===== src/hdl/llsf_pkg.sv =====
// Shared constants for the lane link status flag bank
package llsf_pkg;
  localparam int ADDR_W = 12; // Configuration port address width
  localparam int DATA_W = 8; // Configuration port data width
  localparam int THRESH_W = 8; // Error threshold field width
  localparam logic [11:0] LANE2_STATUS_ADDR = 12'h4B2; // Lane 2 status register
  localparam logic [11:0] LANE3_STATUS_ADDR = 12'h4B3; // Lane 3 status register
  localparam logic [7:0] STATUS_RESET = 8'h00; // Reset value of both registers
  localparam logic [7:0] READ_UNMAPPED = 8'h00; // Read data of unmapped offsets
  localparam int BIT_DISPARITY = 7; // Bad disparity count at threshold
  localparam int BIT_BADCODE = 6; // Not-in-table count at threshold
  localparam int BIT_UNEXP_CTRL = 5; // Unexpected control count at threshold
  localparam int BIT_DESKEW = 4; // Interlane deskew achieved
  localparam int BIT_INIT_ALIGN = 3; // Initial lane alignment achieved
  localparam int BIT_CHECKSUM = 2; // Checksum correct
  localparam int BIT_FRAME_LOCK = 1; // Frame synchronization achieved
  localparam int BIT_CG_LOCK = 0; // Code group synchronization achieved
endpackage


===== src/hdl/llsf_lane_flags.sv =====
// One lane's status flag register, rebuilt from live lane state every cycle
`timescale 1ns/1ps
`default_nettype none
module llsf_lane_flags
  import llsf_pkg::*;
#(
  parameter int CNT_W = 8 // Error counter width, at least the threshold width
) (
  input wire logic core_clk, // Core clock
  input wire logic reset, // Asynchronous reset, active high
  input wire logic [CNT_W-1:0] disparity_count, // Bad disparity error count
  input wire logic [CNT_W-1:0] badcode_count, // Not-in-table error count
  input wire logic [CNT_W-1:0] unexpected_ctrl_count, // Unexpected control count
  input wire logic [THRESH_W-1:0] error_threshold, // Programmed error threshold
  input wire logic skip_alignment_sequence, // Alignment sequence disabled
  input wire logic deskew_ok, // Interlane deskew achieved
  input wire logic initial_align_ok, // Initial lane alignment achieved
  input wire logic checksum_ok, // Computed checksum matches
  input wire logic frame_lock, // Frame synchronization achieved
  input wire logic codegroup_lock, // Code group synchronization achieved
  output logic [DATA_W-1:0] status // Packed status flags
);

  // Count at or above threshold; threshold zero-extended to counter width
  function automatic logic at_threshold(input logic [CNT_W-1:0] cnt,
                                        input logic [THRESH_W-1:0] thr);
    at_threshold = (cnt >= CNT_W'(thr));
  endfunction

  // Alignment-derived results have no meaning with the sequence skipped,
  // so they read as 0 rather than exposing stale sequence state
  logic align_valid; // Alignment sequence in use
  assign align_valid = !skip_alignment_sequence;

  logic [DATA_W-1:0] next_status; // Flags to load at next edge

  // Pack the flags at their fixed positions
  always_comb begin
    next_status = STATUS_RESET;
    next_status[BIT_DISPARITY] = at_threshold(disparity_count, error_threshold);
    next_status[BIT_BADCODE] = at_threshold(badcode_count, error_threshold);
    next_status[BIT_UNEXP_CTRL] =
      at_threshold(unexpected_ctrl_count, error_threshold);
    next_status[BIT_DESKEW] = deskew_ok && align_valid;
    next_status[BIT_INIT_ALIGN] = initial_align_ok && align_valid;
    next_status[BIT_CHECKSUM] = checksum_ok && align_valid;
    next_status[BIT_FRAME_LOCK] = frame_lock && align_valid;
    // Code group lock does not depend on the alignment sequence
    next_status[BIT_CG_LOCK] = codegroup_lock;
  end

  // Registered so the read path sees a glitch-free snapshot
  always_ff @(posedge core_clk or posedge reset) begin
    if (reset) begin
      status <= STATUS_RESET;
    end else begin
      status <= next_status;
    end
  end

endmodule
`default_nettype wire


===== src/hdl/llsf_top.sv =====
// Lane 2 and lane 3 link status flag registers on the configuration port
`timescale 1ns/1ps
`default_nettype none
// How it works
// - Lane 2 bit 7: disparity count >= threshold
// - Lane 2 bit 6: not-in-table count >= threshold
// - Lane 2 bit 5: unexpected control count >= threshold
// - Lane 2 bit 4: deskew achieved, alignment dependent
// - Lane 2 bit 3: initial alignment achieved, alignment dependent
// - Lane 2 bit 2: checksum correct, alignment dependent
// - Lane 2 bit 1: frame lock, alignment dependent
// - Lane 2 bit 0: code group lock, always valid
// - Lane 3 register at 0x4B3; bit 7 disparity
// - Lane 3 bit 6: not-in-table count >= threshold
// - Lane 3 bit 5: unexpected control count >= threshold
// - Lane 3 bit 4: deskew achieved, alignment dependent
// - Lane 3 bit 3: initial alignment, alignment dependent
// - Lane 3 bit 2: checksum correct, alignment dependent
// - Lane 3 bit 1: frame lock, alignment dependent
module llsf_top
  import llsf_pkg::*;
#(
  parameter int CNT_W = 8 // Error counter width
) (
  input wire logic core_clk, // Core clock, 250 MHz
  input wire logic reset, // Asynchronous reset, active high
  input wire logic cfg_rd_en, // Register read strobe
  input wire logic cfg_wr_en, // Register write strobe
  input wire logic [ADDR_W-1:0] cfg_addr, // Register address
  input wire logic [DATA_W-1:0] cfg_wr_data, // Write data, never stored
  output logic [DATA_W-1:0] cfg_rd_data, // Read data
  output logic cfg_rd_valid, // Read data valid pulse
  output logic cfg_wr_refused, // Write hit a read-only flag register
  input wire logic [THRESH_W-1:0] error_threshold, // Programmed error threshold
  input wire logic skip_alignment_sequence, // Alignment sequence disabled
  input wire logic [CNT_W-1:0] lane2_disparity_count, // Lane 2 bad disparity count
  input wire logic [CNT_W-1:0] lane2_badcode_count, // Lane 2 not-in-table count
  input wire logic [CNT_W-1:0] lane2_unexp_ctrl_count, // Lane 2 unexpected control
  input wire logic lane2_deskew_ok, // Lane 2 deskew achieved
  input wire logic lane2_init_align_ok, // Lane 2 initial alignment achieved
  input wire logic lane2_checksum_ok, // Lane 2 checksum correct
  input wire logic lane2_frame_lock, // Lane 2 frame lock
  input wire logic lane2_codegroup_lock, // Lane 2 code group lock
  input wire logic [CNT_W-1:0] lane3_disparity_count, // Lane 3 bad disparity count
  input wire logic [CNT_W-1:0] lane3_badcode_count, // Lane 3 not-in-table count
  input wire logic [CNT_W-1:0] lane3_unexp_ctrl_count, // Lane 3 unexpected control
  input wire logic lane3_deskew_ok, // Lane 3 deskew achieved
  input wire logic lane3_init_align_ok, // Lane 3 initial alignment achieved
  input wire logic lane3_checksum_ok, // Lane 3 checksum correct
  input wire logic lane3_frame_lock, // Lane 3 frame lock
  input wire logic lane3_codegroup_lock, // Lane 3 code group lock
  output logic [DATA_W-1:0] lane2_link_status, // Lane 2 flags, from flip-flops
  output logic [DATA_W-1:0] lane3_link_status // Lane 3 flags, from flip-flops
);

  // Lane 2 flag register; bits 7..0 per the lane flag layout
  llsf_lane_flags #(.CNT_W(CNT_W)) u_lane2 (
    .core_clk(core_clk),
    .reset(reset),
    .disparity_count(lane2_disparity_count),
    .badcode_count(lane2_badcode_count),
    .unexpected_ctrl_count(lane2_unexp_ctrl_count),
    .error_threshold(error_threshold),
    .skip_alignment_sequence(skip_alignment_sequence),
    .deskew_ok(lane2_deskew_ok),
    .initial_align_ok(lane2_init_align_ok),
    .checksum_ok(lane2_checksum_ok),
    .frame_lock(lane2_frame_lock),
    .codegroup_lock(lane2_codegroup_lock),
    .status(lane2_link_status)
  );

  // Lane 3 flag register, same layout as lane 2
  llsf_lane_flags #(.CNT_W(CNT_W)) u_lane3 (
    .core_clk(core_clk),
    .reset(reset),
    .disparity_count(lane3_disparity_count),
    .badcode_count(lane3_badcode_count),
    .unexpected_ctrl_count(lane3_unexp_ctrl_count),
    .error_threshold(error_threshold),
    .skip_alignment_sequence(skip_alignment_sequence),
    .deskew_ok(lane3_deskew_ok),
    .initial_align_ok(lane3_init_align_ok),
    .checksum_ok(lane3_checksum_ok),
    .frame_lock(lane3_frame_lock),
    .codegroup_lock(lane3_codegroup_lock),
    .status(lane3_link_status)
  );

  // Address decode for the two flag registers
  function automatic logic [1:0] decode(input logic [ADDR_W-1:0] a);
    decode = {a == LANE3_STATUS_ADDR, a == LANE2_STATUS_ADDR};
  endfunction

  logic [DATA_W-1:0] next_rd_data; // Selected read data
  logic [1:0] rd_hit; // Read address hits {lane3, lane2}
  logic [1:0] wr_hit; // Write address hits {lane3, lane2}

  assign rd_hit = decode(cfg_addr);
  assign wr_hit = decode(cfg_addr);

  // Read mux; unmapped offsets read as zero
  always_comb begin
    case (rd_hit)
      2'h1: next_rd_data = lane2_link_status;
      2'h2: next_rd_data = lane3_link_status;
      default: next_rd_data = READ_UNMAPPED;
    endcase
  end

  // Read answer one cycle after the strobe; data holds until next read
  always_ff @(posedge core_clk or posedge reset) begin
    if (reset) begin
      cfg_rd_data <= READ_UNMAPPED;
      cfg_rd_valid <= 1'b0;
    end else begin
      cfg_rd_valid <= cfg_rd_en;
      if (cfg_rd_en) begin
        cfg_rd_data <= next_rd_data;
      end
    end
  end

  // Writes are never stored: flags only follow lane state. A write that
  // targets a flag register is flagged so software can spot the mistake.
  always_ff @(posedge core_clk or posedge reset) begin
    if (reset) begin
      cfg_wr_refused <= 1'b0;
    end else begin
      cfg_wr_refused <= cfg_wr_en && (wr_hit != 2'h0);
    end
  end

  // Checking helper: high from the second edge after reset release on,
  // so $past never reaches back into reset
  logic chk_up; // Checks armed
  logic chk_up_d; // Delay stage
  always_ff @(posedge core_clk or posedge reset) begin
    if (reset) begin
      chk_up_d <= 1'b0;
      chk_up <= 1'b0;
    end else begin
      chk_up_d <= 1'b1;
      chk_up <= chk_up_d;
    end
  end
endmodule
`default_nettype wire


===== config.mk =====
export PLATFORM = sky130hd
export DESIGN_NAME = llsf_top
export DESIGN_NICKNAME = d
export VERILOG_FILES = /design/src/hdl/llsf_pkg.sv /design/src/hdl/llsf_lane_flags.sv /design/src/hdl/llsf_top.sv
export SDC_FILE = /design/constraint.sdc
export NUM_CORES = 1
export LEC_CHECK = 0
export ABC_AREA = 1
export BUFFER_PORTS_ARGS = -buffer_cell sky130_fd_sc_hd__buf_2
export CAP_MARGIN = 20
export CORE_ASPECT_RATIO = 0.9
export CORE_MARGIN = 5
export CORE_UTILIZATION = 45
export CTS_CLUSTER_SIZE = 10
export DETAILED_ROUTE_END_ITERATION = 6
export GPL_TIMING_DRIVEN = 0
export HOLD_SLACK_MARGIN = 0.15
export PLACE_DENSITY_LB_ADDON = 0.12
export SLEW_MARGIN = 20
export SYNTH_ARGS = -nofsm -noshare
export SYNTH_HDL_FRONTEND = slang
export SYNTH_SLANG_ARGS = --single-unit

===== constraint.sdc =====
create_clock -name core_clk -period 1.1 [get_ports core_clk]
set_clock_uncertainty 0.15 [all_clocks]
set_input_delay 0.11 -clock core_clk [delete_from_list [all_inputs] [get_ports core_clk]]
set_output_delay 0.11 -clock core_clk [all_outputs]
set_load 0.01 [all_outputs]

==> qor.txt <==
Critical path's top delay family -> simple AND/OR/NAND/NOR gates
Max-cap violations -> 0
Final period demand of the worst path -> 1.29 ns
Critical path, cell by cell -> buf_6 -> nand2_4 -> nor3b_4 -> nand2_2 -> nor2_4 -> inv_2 -> ha_4 -> nor2_4 -> a22o_1
WL met2 -> 2.89 mm
Reg power frac -> 38.3%
Combinational share of power -> 32.4%
CP max stage cell -> ha_4
Initial Utilization -> 45.5%
Type of the worst min-delay path -> input pin to asynchronous set/reset pin
Post-synth ARST share -> 100%
Num rows -> 24
Clk sinks -> 26
Synth area leaders -> dfrtp_1 (30%), ha_1 (29%), nand2_1 (15%)
Post-route DRC -> 0
Crit path depth -> 9
FF+latch count, synth -> 26
Fillcell total -> 401
RePlAce Congestion -> 0.782
Final period util -> 117%
WP data arrival -> 1.35 ns
Final Max Slew Viols -> 0
R2r setup slk -> 0.10 ns
Grt ovf -> 0
WL met1 -> 2.41 mm
Area leader, netlist -> dfrtp_1
First-pass GRT wire length -> 9.32 mm
Wire per inst -> 12.0 um
Die Footprint -> 6320 um2
CTS tree -> yes
PwrDens -> 790 nW/um2
Worst Hold Slack -> -0.228 ns
Post-Synthesis Cells -> 279
Net Switching -> 763 uW
DR WL met3 -> 397 um
Vias post-DR -> 2211
Count of input and output buffers -> 107
Worst Max-Slew Pin Slew -> 0.940 ns
Post-CTS Hold Buffers -> 13
RSZ-0062 raised after global routing -> yes
Diodes inserted -> 0
Placed cell count -> 451
WS Path Type -> input pin to register
Crit. End Element -> register
Ports -> 117
Fin worst setup slack -> -0.186 ns
Max_slew headroom -> 37.0%
CP bufs+invs -> 2
Leakage -> 0.00194 uW
Non-Filler Instances -> 480
Cells on worst reg2reg path -> 2
Final hold violation count -> 26
Area Growth Syn to Fin -> 57.0%
CTS Root Buffer Type -> clkbuf_8
Vias per cell -> 4.61
Power Total -> 2700 uW
Post-synth top area share -> 29.9%
H-tree levels -> 1
Final Util -> 71.5%
FF-to-FF Start -> cfg_rd_data[1]$_DFFE_PP0P_
CP Launch Type -> input pin
Most frequent CP cell -> nor2_4
Die Y -> 75.9 um
Share of cells above drive strength 1 -> 40.0%
Nets -> 558
Most numerous cell in the Yosys netlist -> nand2_1
Syn Std Cell Area -> 2170 um2
Worst endpoint required time -> 1.16 ns
Fmax -> 777 MHz
Total CTS buffers -> 3
Detail Route Antenna Nets -> 0
Syn_area_per_cell -> 7.79 um2
Worst-path clk slew -> 0.09 ns
Uppermost routed layer -> met4
Routed wire length -> 5.78 mm
Die width -> 83.3 um
Number of enable flip-flop cells after synthesis -> 0
Clock power share -> 29.4%
Synth top cells by count -> nand2_1 (87), ha_1 (51), inv_1 (50)
DRT iter0 DRCs -> 58
Max Buffers Root-to-Sink -> 2
Setup-failing EPs final -> 9
Internal Power -> 1930 uW
Initial antenna violation count -> 0
RR Endpoint -> cfg_rd_data[1]$_DFFE_PP0P_
Critical path fanouts, max -> 8
Synth warn -> 0
Clk_lat worst skew -> 0.27 ns
Place WS -> -0.515 ns
Gr usage total -> 17.4%
Sequential share of the synthesized area -> 29.9%
Netlist cell types -> 18
Failing checks -> negative hold slack, negative setup slack
Vias in the first global route -> 2194
Peak VDD IR -> 0.429 mV
Crit-path max cell delay -> 0.24 ns
Post-DP HPWL -> 4.38 mm
Outcome -> finished, violations left
Post-synthesis net count -> 421
Switching portion of total power -> 28.3%
Post-synth top flop -> dfrtp_1
Core footprint -> 4770 um2
Detailed-router iteration count before antenna repair -> 4
Largest net degree at the start of global routing -> 27
[final cells by class]
type                    count  area, um2  share of cell area (%)
multi-input cells         199       1590                    46.6
flip-flops and latches     26        651                    19.1
repair buffers            135        812                    23.8
well taps                  65       81.3                    2.38
clock inverters             1       30.0                   0.880
inverters                  51        206                    6.05
clock buffers               3       41.3                    1.21
[placed cells by master (no fill, tap or decap), drive strengths merged]
master	instances
a21o	1
a21oi	12
a22o	8
buf	122
bufinv	1
clkbuf	3
clkinv	1
clkinvlp	4
dfrtp	26
dlygate4sd3	13
ha	51
inv	46
nand2	87
nand3	6
nand4	1
nor2	25
nor3	1
nor3b	2
o21a	5
[power groups by stage]
stage / clock network [uW] / registers, uW / logic [uW]
after global routing: 844 / 1040 / 1000
after CTS: 801 / 1030 / 744
final: 791 / 1030 / 873
after detailed placement: 0 / 1050 / 697
after floorplan: 0 / 1070 / 374
after global placement: 0 / 1050 / 676
[what timing repair did]
item                                   CTS  global route
pin swaps                               14            21
setup buffers                            2            13
setup endpoints to repair                8            24
endpoints found under the hold margin   52            30
resized for setup                        9            32
[registers in the layout (all words and copies together) (netlist names)]
signal          flops
u_lane3.status      8
cfg_rd_data         8
cfg_wr_refused      1
u_lane2.status      8
cfg_rd_valid        1
[routing by layer]
layer	up-vias	global-route usage, %
li1	1152	-
met1	986	20.6
met2	65	31.1
met3	8	4.34
met4	0	4.58
met5	-	0
[stage by stage]
step,setup TNS [ns],instance area (um2)
after global placement,-7.39,2810
after floorplan,-2.15,2200
after CTS,-1.17,3060
final,-1.42,3410
after detailed placement,-7.24,2810
after global routing,-2.35,3410
[worst max path at each step]
stage	end	slack, ns	start
2_1_floorplan	cfg_rd_data[5]$_DFFE_PP0P_	-0.27	cfg_addr[5]
3_3_place_gp	cfg_rd_data[5]$_DFFE_PP0P_	-0.50	cfg_addr[3]
3_5_place_dp	cfg_rd_data[1]$_DFFE_PP0P_	-0.52	cfg_addr[5]
4_1_cts	cfg_rd_data[1]$_DFFE_PP0P_	-0.15	cfg_addr[5]
5_1_grt	cfg_rd_data[5]$_DFFE_PP0P_	-0.26	cfg_addr[2]
6_report	cfg_rd_data[4]$_DFFE_PP0P_	-0.19	cfg_addr[4]
[cell families (layout without fill, tap and decap cells)]
| logic type | after synthesis | after routing | synth area share (%) |
|---|---|---|---|
| simple gates | 122 | 122 | 23.2 |
| buf+inv | 54 | 190 | 9.44 |
| fa+ha+maj | 51 | 51 | 29.4 |
| compound gates | 26 | 26 | 8.06 |
| flops | 26 | 26 | 29.9 |
Power figures use the tool's default switching activity.
